<file path="config.mk">
export PLATFORM = sky130hd
export DESIGN_NAME = shb_frame_classifier
export DESIGN_NICKNAME = d
export VERILOG_FILES = /design/src/hw/shb_classifier_pkg.sv /design/src/hw/shb_frame_classifier.sv
export SDC_FILE = /design/constraint.sdc
export NUM_CORES = 2
export LEC_CHECK = 0
export BUFFER_PORTS_ARGS = -buffer_cell sky130_fd_sc_hd__buf_2
export CELL_PAD_IN_SITES_DETAIL_PLACEMENT = 0
export CELL_PAD_IN_SITES_GLOBAL_PLACEMENT = 1
export CORE_MARGIN = 2
export CORE_UTILIZATION = 45
export DETAILED_ROUTE_END_ITERATION = 16
export PLACE_DENSITY = 0.72
export SETUP_SLACK_MARGIN = 0.5
export SLEW_MARGIN = 5
export SYNTH_ARGS = -nofsm -noshare
export SYNTH_HDL_FRONTEND = slang
export SYNTH_SLANG_ARGS = --single-unit
</file>
<file path="constraint.sdc">
create_clock -name i_clk -period 18.1 [get_ports i_clk]
set_input_delay 1.81 -clock i_clk [delete_from_list [all_inputs] [get_ports i_clk]]
set_output_delay 1.81 -clock i_clk [all_outputs]
set_load 0.01 [all_outputs]
</file>
<file path="src/hw/shb_classifier_pkg.sv">
// Purpose: constants and types of the upper-band frame classifier
// Assumes: 16-bit signed transform coefficients, one per valid cycle
// Notes: ratios are held as integer numerator/denominator pairs
package shb_classifier_pkg;
  localparam logic [9:0] OFFSET_LOW = 10'h006;
  localparam logic [9:0] OFFSET_HIGH = 10'h050;
  localparam logic [9:0] UB_LAST = 10'h13F;
  localparam logic [9:0] CLS_LEN = 10'h120;
  localparam logic [4:0] GRP_LAST = 5'h1F;
  localparam logic [3:0] GRP_LAST_IDX = 4'h8;
  localparam logic [4:0] GROUPS = 5'h09;
  // kappa > 4.5 as 62*peak > 9*rest, kappa < 3 as 31*peak < 3*rest
  localparam logic [5:0] KHI_NUM = 6'h3E;
  localparam logic [4:0] KHI_DEN = 5'h09;
  localparam logic [5:0] KLO_NUM = 6'h1F;
  localparam logic [4:0] KLO_DEN = 5'h03;
  localparam logic [15:0] PEAK_MIN = 16'h0008;
  localparam logic [3:0] ISH_SWB_HM = 4'h4;
  localparam logic [3:0] ISH_SWB_TR = 4'h8;
  localparam logic [3:0] ISH_SWB_OT = 4'h6;
  localparam logic [3:0] ISH_HM = 4'h2;
  localparam logic [3:0] ISH_OT = 4'h8;
  localparam logic [15:0] LSH_SWB = 16'h000A;
  localparam logic [15:0] LSH_HM = 16'h0005;
  localparam logic [15:0] LSH_OT = 16'h0014;
  localparam logic [3:0] CNT_MAX = 4'hC;
  localparam logic [3:0] CNT_HARM = 4'h2;
  // 0.5 < g/gp < 1.8 as 2g > gp and 5g < 9gp
  localparam logic [3:0] GR_LO = 4'h2;
  localparam logic [3:0] GR_HI_G = 4'h5;
  localparam logic [3:0] GR_HI_P = 4'h9;
  localparam logic [3:0] NOISE_MIN = 4'h4;
  // spread < 4.8*avg as 5*sum|9*s - T| < 24*T
  localparam logic [3:0] SPR_K = 4'h5;
  localparam logic [4:0] AVG_K = 5'h18;
  localparam logic [15:0] TILT_MAX = 16'h0500;
  localparam logic [3:0] SB_TR = 4'h4;
  localparam logic [3:0] SB_NT = 4'hE;
  localparam logic [8:0] TR_BOUND [4] = '{9'h000, 9'h04C, 9'h098, 9'h0EC};
  localparam logic [8:0] NT_BOUND [14] = '{9'h000, 9'h010, 9'h028, 9'h038,
    9'h050, 9'h060, 9'h078, 9'h088, 9'h0A0, 9'h0B8, 9'h0D0, 9'h0E8,
    9'h100, 9'h120};
  typedef enum logic [1:0] {
    CLS_NOISE = 2'b00,
    CLS_TRANS = 2'b01,
    CLS_NORMAL = 2'b10,
    CLS_HARM = 2'b11
  } class_t;
  typedef enum logic [3:0] {
    ST_IDLE = 4'b0001,
    ST_COLLECT = 4'b0010,
    ST_SPREAD = 4'b0100,
    ST_DECIDE = 4'b1000
  } state_t;
endpackage : shb_classifier_pkg

</file>
<file path="src/hw/shb_frame_classifier.sv">
// Purpose: per-frame class decision and sub-band tagging of upper band
// Assumes: coefficients stream from bin 0 of the frame, i_coef_valid
// Notes: frame start is taken only while idle
//Contract
//- onset flag forces transient class directly
//- 288 magnitudes in nine groups of 32
//- sharpness 31*peak over sum minus peak
//- keep per-group largest magnitude
//- gain, average and spread frame figures
//- max sharpness is largest group peak
//- count sharp groups, kappa>4.5, peak>8
//- count noisy groups, kappa below 3
//- harmonic-count threshold from previous class, mode
//- max-sharpness threshold from previous class, mode
//- harmonic test and class counter up/down
//- counter at least 2 also means harmonic
//- noise test else normal
//- two-bit class code
//- store class for next frame
//- upper band starts at offset 6 or 80
//- four or fourteen half-open sub-bands
//- transient boundaries 0,76,152,236,320
//- non-transient fourteen-band boundaries
//- onset indication is one boolean
//- tilt input is crossing sum over root energy
module shb_frame_classifier (
  input wire logic i_clk,
  input wire logic i_nrst,
  input wire logic i_frame_start,
  input wire logic i_onset_detected_flag,
  input wire logic [15:0] i_tilt,
  input wire logic i_rate_high,
  input wire logic i_ext_swb,
  input wire logic i_coef_valid,
  input wire logic signed [15:0] i_coef,
  output logic o_busy,
  output logic o_class_valid,
  output logic [1:0] o_class,
  output logic [3:0] o_class_counter,
  output logic [15:0] o_max_sharp,
  output logic [3:0] o_sharp_count,
  output logic [3:0] o_noise_count,
  output logic [47:0] o_gain,
  output logic o_sb_valid,
  output logic signed [15:0] o_sb_coef,
  output logic [3:0] o_sb_index,
  output logic [3:0] o_sb_total
);
  shb_classifier_pkg::state_t state_reg;
  logic onset_reg, rate_reg, swb_reg, prev_swb_reg;
  logic [15:0] tilt_reg;
  logic [9:0] bin_reg;
  logic [20:0] grp_sum_reg;
  logic [15:0] grp_peak_reg;
  logic [3:0] grp_reg;
  logic [20:0] sums_reg [9];
  logic [24:0] tot_reg;
  logic [28:0] dev_reg;
  logic [47:0] gain_reg, prev_gain_reg;
  logic [3:0] cnt_reg;
  shb_classifier_pkg::class_t prev_class_reg;
  logic [9:0] offset, k;
  logic in_band, in_cls, grp_end;
  logic [15:0] mag;
  logic [31:0] sq;
  logic [20:0] sum_next, rest;
  logic [15:0] peak_next;
  logic is_sharp, is_noisy;
  logic [24:0] nine_s, dev_term;
  logic [3:0] ish, cnt_next;
  logic [15:0] lsh;
  logic gain_ok, harm_raw, harm, noise;
  shb_classifier_pkg::class_t cls;
  logic [13:0] ge;

  assign offset = rate_reg ? shb_classifier_pkg::OFFSET_HIGH
                           : shb_classifier_pkg::OFFSET_LOW;
  assign k = bin_reg - offset;
  assign in_band = (state_reg == shb_classifier_pkg::ST_COLLECT) && i_coef_valid &&
                   (bin_reg >= offset) && (k <= shb_classifier_pkg::UB_LAST);
  assign in_cls = in_band && (k < shb_classifier_pkg::CLS_LEN);
  assign grp_end = in_cls && (k[4:0] == shb_classifier_pkg::GRP_LAST);
  assign mag = i_coef[15] ? 16'(-i_coef) : 16'(i_coef);
  assign sq = 32'($signed(i_coef) * $signed(i_coef));
  assign sum_next = grp_sum_reg + 21'(mag);
  assign peak_next = (mag > grp_peak_reg) ? mag : grp_peak_reg;
  assign rest = sum_next - 21'(peak_next);
  assign is_sharp = (26'(shb_classifier_pkg::KHI_NUM) * 26'(peak_next) >
                     26'(shb_classifier_pkg::KHI_DEN) * 26'(rest)) &&
                    (peak_next > shb_classifier_pkg::PEAK_MIN);
  // a zero group sum gives zero sharpness, which counts as noisy
  assign is_noisy = (sum_next == 21'h000000) ||
                    (26'(shb_classifier_pkg::KLO_NUM) * 26'(peak_next) <
                     26'(shb_classifier_pkg::KLO_DEN) * 26'(rest));
  assign nine_s = 25'(shb_classifier_pkg::GROUPS) * 25'(sums_reg[grp_reg]);
  assign dev_term = (nine_s > tot_reg) ? nine_s - tot_reg : tot_reg - nine_s;

  always_comb begin
    if (prev_swb_reg) begin
      if (prev_class_reg == shb_classifier_pkg::CLS_HARM) begin
        ish = shb_classifier_pkg::ISH_SWB_HM;
      end else if (prev_class_reg == shb_classifier_pkg::CLS_TRANS) begin
        ish = shb_classifier_pkg::ISH_SWB_TR;
      end else begin
        ish = shb_classifier_pkg::ISH_SWB_OT;
      end
      lsh = shb_classifier_pkg::LSH_SWB;
    end else begin
      ish = (prev_class_reg == shb_classifier_pkg::CLS_HARM) ?
            shb_classifier_pkg::ISH_HM : shb_classifier_pkg::ISH_OT;
      lsh = (prev_class_reg == shb_classifier_pkg::CLS_HARM) ?
            shb_classifier_pkg::LSH_HM : shb_classifier_pkg::LSH_OT;
    end
  end

  // ratio window checked by products, no divider
  assign gain_ok = (prev_gain_reg != 48'h0) &&
    (52'(shb_classifier_pkg::GR_LO) * 52'(gain_reg) > 52'(prev_gain_reg)) &&
    (52'(shb_classifier_pkg::GR_HI_G) * 52'(gain_reg) <
     52'(shb_classifier_pkg::GR_HI_P) * 52'(prev_gain_reg));
  assign harm_raw = (o_sharp_count > ish) && gain_ok && (o_max_sharp > lsh);

  always_comb begin
    cnt_next = cnt_reg;
    if (harm_raw) begin
      if (cnt_reg < shb_classifier_pkg::CNT_MAX) begin
        cnt_next = cnt_reg + 4'h1;
      end
    end else if (cnt_reg != 4'h0) begin
      cnt_next = cnt_reg - 4'h1;
    end
  end

  assign harm = harm_raw || (cnt_next >= shb_classifier_pkg::CNT_HARM);
  assign noise = (o_noise_count > shb_classifier_pkg::NOISE_MIN) &&
    (32'(shb_classifier_pkg::SPR_K) * 32'(dev_reg) <
     32'(shb_classifier_pkg::AVG_K) * 32'(tot_reg)) &&
    (tilt_reg < shb_classifier_pkg::TILT_MAX);

  always_comb begin
    if (onset_reg) begin
      cls = shb_classifier_pkg::CLS_TRANS;
    end else if (harm) begin
      cls = shb_classifier_pkg::CLS_HARM;
    end else if (noise) begin
      cls = shb_classifier_pkg::CLS_NOISE;
    end else begin
      cls = shb_classifier_pkg::CLS_NORMAL;
    end
  end

  // sub-band index is the number of upper boundaries already reached
  for (genvar j = 1; j < 14; j++) begin : g_bound
    if (j < 4) begin : g_both
      assign ge[j] = onset_reg ? (k[8:0] >= shb_classifier_pkg::TR_BOUND[j])
                               : (k[8:0] >= shb_classifier_pkg::NT_BOUND[j]);
    end else begin : g_nt
      assign ge[j] = !onset_reg && (k[8:0] >= shb_classifier_pkg::NT_BOUND[j]);
    end
  end
  assign ge[0] = 1'b0;

  always_ff @(posedge i_clk or negedge i_nrst) begin
    if (!i_nrst) begin
      state_reg <= shb_classifier_pkg::ST_IDLE;
      grp_reg <= 4'h0;
    end else begin
      case (state_reg)
        shb_classifier_pkg::ST_IDLE: begin
          if (i_frame_start) begin
            state_reg <= shb_classifier_pkg::ST_COLLECT;
          end
        end
        shb_classifier_pkg::ST_COLLECT: begin
          grp_reg <= 4'h0;
          if (in_band && k == shb_classifier_pkg::UB_LAST) begin
            state_reg <= shb_classifier_pkg::ST_SPREAD;
          end
        end
        shb_classifier_pkg::ST_SPREAD: begin
          grp_reg <= grp_reg + 4'h1;
          if (grp_reg == shb_classifier_pkg::GRP_LAST_IDX) begin
            state_reg <= shb_classifier_pkg::ST_DECIDE;
          end
        end
        default: begin
          state_reg <= shb_classifier_pkg::ST_IDLE;
        end
      endcase
    end
  end

  always_ff @(posedge i_clk or negedge i_nrst) begin
    if (!i_nrst) begin
      onset_reg <= 1'b0;
      rate_reg <= 1'b0;
      swb_reg <= 1'b0;
      tilt_reg <= 16'h0000;
      bin_reg <= 10'h000;
    end else if (state_reg == shb_classifier_pkg::ST_IDLE && i_frame_start) begin
      onset_reg <= i_onset_detected_flag;
      rate_reg <= i_rate_high;
      swb_reg <= i_ext_swb;
      tilt_reg <= i_tilt;
      bin_reg <= 10'h000;
    end else if (state_reg == shb_classifier_pkg::ST_COLLECT && i_coef_valid) begin
      bin_reg <= bin_reg + 10'h001;
    end
  end

  always_ff @(posedge i_clk or negedge i_nrst) begin
    if (!i_nrst) begin
      grp_sum_reg <= 21'h000000;
      grp_peak_reg <= 16'h0000;
      tot_reg <= 25'h0000000;
      gain_reg <= 48'h0;
      o_max_sharp <= 16'h0000;
      o_sharp_count <= 4'h0;
      o_noise_count <= 4'h0;
    end else if (state_reg == shb_classifier_pkg::ST_IDLE && i_frame_start) begin
      grp_sum_reg <= 21'h000000;
      grp_peak_reg <= 16'h0000;
      tot_reg <= 25'h0000000;
      gain_reg <= 48'h0;
      o_max_sharp <= 16'h0000;
      o_sharp_count <= 4'h0;
      o_noise_count <= 4'h0;
    end else if (in_band) begin
      gain_reg <= gain_reg + 48'(sq);
      if (in_cls) begin
        tot_reg <= tot_reg + 25'(mag);
        grp_sum_reg <= grp_end ? 21'h000000 : sum_next;
        grp_peak_reg <= grp_end ? 16'h0000 : peak_next;
      end
      if (grp_end) begin
        if (peak_next > o_max_sharp) begin
          o_max_sharp <= peak_next;
        end
        o_sharp_count <= o_sharp_count + 4'(is_sharp);
        o_noise_count <= o_noise_count + 4'(is_noisy);
      end
    end
  end

  for (genvar g = 0; g < 9; g++) begin : g_sums
    always_ff @(posedge i_clk or negedge i_nrst) begin
      if (!i_nrst) begin
        sums_reg[g] <= 21'h000000;
      end else if (grp_end && k[8:5] == 4'(g)) begin
        sums_reg[g] <= sum_next;
      end
    end
  end

  always_ff @(posedge i_clk or negedge i_nrst) begin
    if (!i_nrst) begin
      dev_reg <= 29'h00000000;
    end else if (state_reg == shb_classifier_pkg::ST_COLLECT) begin
      dev_reg <= 29'h00000000;
    end else if (state_reg == shb_classifier_pkg::ST_SPREAD) begin
      dev_reg <= dev_reg + 29'(dev_term);
    end
  end

  always_ff @(posedge i_clk or negedge i_nrst) begin
    if (!i_nrst) begin
      cnt_reg <= 4'h0;
      prev_gain_reg <= 48'h0;
      prev_swb_reg <= 1'b0;
      prev_class_reg <= shb_classifier_pkg::CLS_NORMAL;
      o_class <= 2'b00;
      o_class_valid <= 1'b0;
    end else begin
      o_class_valid <= state_reg == shb_classifier_pkg::ST_DECIDE;
      if (state_reg == shb_classifier_pkg::ST_DECIDE) begin
        if (!onset_reg) begin
          cnt_reg <= cnt_next;
        end
        prev_gain_reg <= gain_reg;
        prev_swb_reg <= swb_reg;
        prev_class_reg <= cls;
        o_class <= cls;
      end
    end
  end

  always_ff @(posedge i_clk or negedge i_nrst) begin
    if (!i_nrst) begin
      o_busy <= 1'b0;
      o_sb_valid <= 1'b0;
      o_sb_coef <= 16'sh0000;
      o_sb_index <= 4'h0;
      o_sb_total <= shb_classifier_pkg::SB_NT;
    end else begin
      o_busy <= !(state_reg == shb_classifier_pkg::ST_IDLE && !i_frame_start) &&
                state_reg != shb_classifier_pkg::ST_DECIDE;
      o_sb_valid <= in_band;
      o_sb_coef <= i_coef;
      o_sb_index <= 4'($countones(ge));
      o_sb_total <= onset_reg ? shb_classifier_pkg::SB_TR : shb_classifier_pkg::SB_NT;
    end
  end

  assign o_class_counter = cnt_reg;
  assign o_gain = gain_reg;
endmodule : shb_frame_classifier

</file>
==> flow_summary.json <==
{
  "netlist-cell-type-count": 115,
  "synth_top_family_by_area": "adder cells",
  "timing.rr.end": "dev_reg[26]$_DFFE_PN0P_",
  "cts_buffers": 58,
  "viasPerCell": 5.516,
  "p_leak_nw": 29.44,
  "antenna_found_initial": 1,
  "grt_max_degree": 116,
  "drtIter0Drc": 2565,
  "tightest_slew_ns": 1.211,
  "syn_avg_cell_area_um2": 8.670,
  "place_congestion": 0.8923,
  "cts_setup_buffers": 0,
  "drtPass1Iterations": 5,
  "rrSetupSlack_ns": 5.33,
  "synth_adder_area_share_pct": 29.67,
  "power.total_mw": 10.31,
  "h-tree-depth": 2,
  "clockBufferDepth": 3,
  "path_clk_slew_ns": 0.06,
  "crit_slowest_cell": "a311oi_2",
  "crit_required_ns": 18.63,
  "synth-edff-count": 0,
  "ys_seq_elements": 461,
  "layout_min_cycle_time_ns": 14.48,
  "placed_cell_area_um2": 56460,
  "slew_violations": 0,
  "die_y_um": 350.7,
  "min_from": "sums_reg[102]$_DFFE_PN0P_",
  "stdcell_area_um2": 58560,
  "initial_core_util_pct": 45.25,
  "finalSetupTns_ns": 0,
  "clk_latency_ns": 0.69,
  "hold_end": "sums_reg[102]$_DFFE_PN0P_",
  "synth_nets": 7383,
  "largest_register_ffs": 189,
  "path_delay_family": "compound AO/OA/AOI/OAI gates",
  "routed_wl_mm": 150.5,
  "cts_hold_buf": 0,
  "synth_mux_area_share_pct": 3.406,
  "cap_violations": 0,
  "rr_worst_depth": 53,
  "cp-start-kind": "input pin",
  "crit_start": "i_coef[15]",
  "path_max_fanout": 35,
  "ctsResizeCount": 0,
  "holdPathStages": 2,
  "rsz0062_at_grt": "false",
  "die_x_um": 350.7,
  "gr-total-overflow": 0,
  "p_per_area_nw_per_um2": 176.1,
  "netlist_area_um2": 54080,
  "ant_nets": 0,
  "cts_tree": "done",
  "clock_skew_ns": 0.03298,
  "path_class": "in2reg",
  "maxSlewHeadroom_pct": 19.00,
  "grtUsageTotal_pct": 24.71,
  "post-dp-hpwl_mm": 115.8,
  "crit_buf_inv": 5,
  "dp.cells": 7834,
  "r2r_start": "grp_reg[0]$_DFFE_PN0P_",
  "grt_pass1_wl_mm": 241.3,
  "portBuffers": 133,
  "synth-compound-area-share_pct": 17.77,
  "async_flop_share_pct": 100.0,
  "outcome": "complete, no violations",
  "synthXorXnorAreaFrac_pct": 6.960,
  "synth-simple-area-share_pct": 14.33,
  "cp-end-kind": "register",
  "final_hold_viol_count": 0,
  "cts_sinks": 461,
  "stdcell_count": 7943,
  "syn-instance-count": 6237,
  "die_area_um2": 123000,
  "drive_above_1_share_pct": 7.582,
  "cp_slowest_stage_delay_ns": 0.95,
  "antennaDiodeCount": 0,
  "route.detailed.drc": 0,
  "synth-seq-area-share_pct": 21.34,
  "io_pins": 144,
  "syn2layout_area_growth_pct": 8.297,
  "worstHoldPathType": "reg2reg",
  "coreArea_um2": 119500,
  "grt_pass1_vias": 43310,
  "yosys_most_used_dff": "dfrtp_1",
  "placementRows": 127,
  "finalNetCount": 7428,
  "fmax_ghz": 0.06904,
  "crit_arrival_ns": 15.02,
  "avgRoutedWirePerCell_um": 18.95,
  "period_share_pct": 80.02,
  "clockRootBuffer": "clkbuf_16",
  "ir_drop_mv": 0.2583,
  "cpMostUsedCell": "ha_1",
  "yosysWarnings": 0,
  "vias": 43820,
  "final-setup-viol-count": 0
}
## cell families after synthesis
logic type / after synthesis
XOR/XNOR: 425
flip-flops: 461
multiplexers: 127
AO/OA/AOI/OAI: 1551
AND/OR/NAND/NOR: 1640
buffers and inverters: 918
other: 2
adder cells (fa/ha/maj): 1113
## Yosys cell counts, types with 40 or more instances
cell type,n,area share (%)
xor2_1,122,2.0
mux2i_1,58,1.1
nor2b_1,68,0.79
nor2_1,321,2.2
nor3_1,88,0.81
o21a_1,43,0.60
xnor2_1,299,4.8
o21bai_1,54,0.75
fa_1,284,11
a21o_1,140,1.9
and3_1,40,0.46
a21oi_1,381,3.5
nand2b_1,61,0.71
or3_1,41,0.47
o21ai_0,555,5.1
and2_1,63,0.73
nand3_1,143,1.3
ha_1,823,19
mux4_2,42,1.7
a21boi_0,46,0.64
nand2_1,634,4.4
inv_1,693,4.8
dfrtp_1,458,21
nand4_1,71,0.82
clkbuf_1,178,1.2
## metal layers
layer	track usage (%)	wire length, um	share of wire [%]	vias up
met5	0	0	0	-
li1	-	-	-	21730
met2	39.80	67420	45	710
met3	2.895	6215	4.1	153
met4	5.001	2842	1.9	0
met1	35.67	74070	49	21220
## how the worst max path moves through the flow
| stage | to | cells past startpoint |
|---|---|---|
| final | o_sharp_count[2]$_DFFE_PN0P_ | 51 |
| after global routing | o_sharp_count[2]$_DFFE_PN0P_ | 51 |
| after CTS | o_sharp_count[2]$_DFFE_PN0P_ | 52 |
| after detailed placement | o_sharp_count[2]$_DFFE_PN0P_ | 52 |
| after global placement | o_sharp_count[2]$_DFFE_PN0P_ | 51 |
| after floorplan | o_sharp_count[2]$_DFFE_PN0P_ | 53 |
## layout make-up
type	count	area (um2)
inverters	702	2638
clock buffers	73	1598
repair buffers	201	1186
multi-input cells	4858	39080
fillers	11700	60930
flip-flops and latches	461	11540
well taps	1612	2017
clock inverters	36	501.7
## metrics by stage
step	utilization, %	setup WS (ns)	hold slack (ns)
final	49.01	3.616	0.4750
after global routing	49.01	2.729	0.4925
after CTS	49.01	3.722	0.4787
after detailed placement	47.25	3.059	0.4646
after global placement	47.25	3.220	0.4553
after floorplan	-	6.468	0.4393
## worst min-delay path, stage by stage, from the launching register on
cell and delay, ns:
dfrtp_1 0.34, nand2_1 0.04, o21ai_0 0.06
## cell usage in the layout (no fill, tap or decap), drive strengths merged, types with 16 or more instances in the layout
| cell | n |
|---|---|
| nand4 | 72 |
| nor3 | 93 |
| mux2 | 26 |
| mux4 | 42 |
| nor2b | 68 |
| fa | 284 |
| dfrtp | 458 |
| a21boi | 49 |
| buf | 201 |
| xnor2 | 302 |
| nor2 | 322 |
| clkbuf | 73 |
| o211ai | 26 |
| or2 | 25 |
| ha | 823 |
| a211oi | 34 |
| o21bai | 54 |
| o22ai | 22 |
| nand2 | 635 |
| a21oi | 384 |
| or3 | 42 |
| nand3 | 143 |
| o31ai | 36 |
| xor2 | 123 |
| and4 | 16 |
| nor4 | 29 |
| and3 | 40 |
| clkinv | 17 |
| nand2b | 61 |
| and2 | 64 |
| inv | 705 |
| o21ai | 571 |
| a31oi | 38 |
| mux2i | 59 |
| a21o | 141 |
| o21a | 43 |
## power breakdown
| part | internal, mW | switching [mW] | total (mW) |
|---|---|---|---|
| clock network | 0.761 | 0.525 | 1.29 |
| logic | 3.25 | 4.70 | 7.95 |
| registers | 1.06 | 0.0190 | 1.08 |
Power figures use the tool's default switching activity.
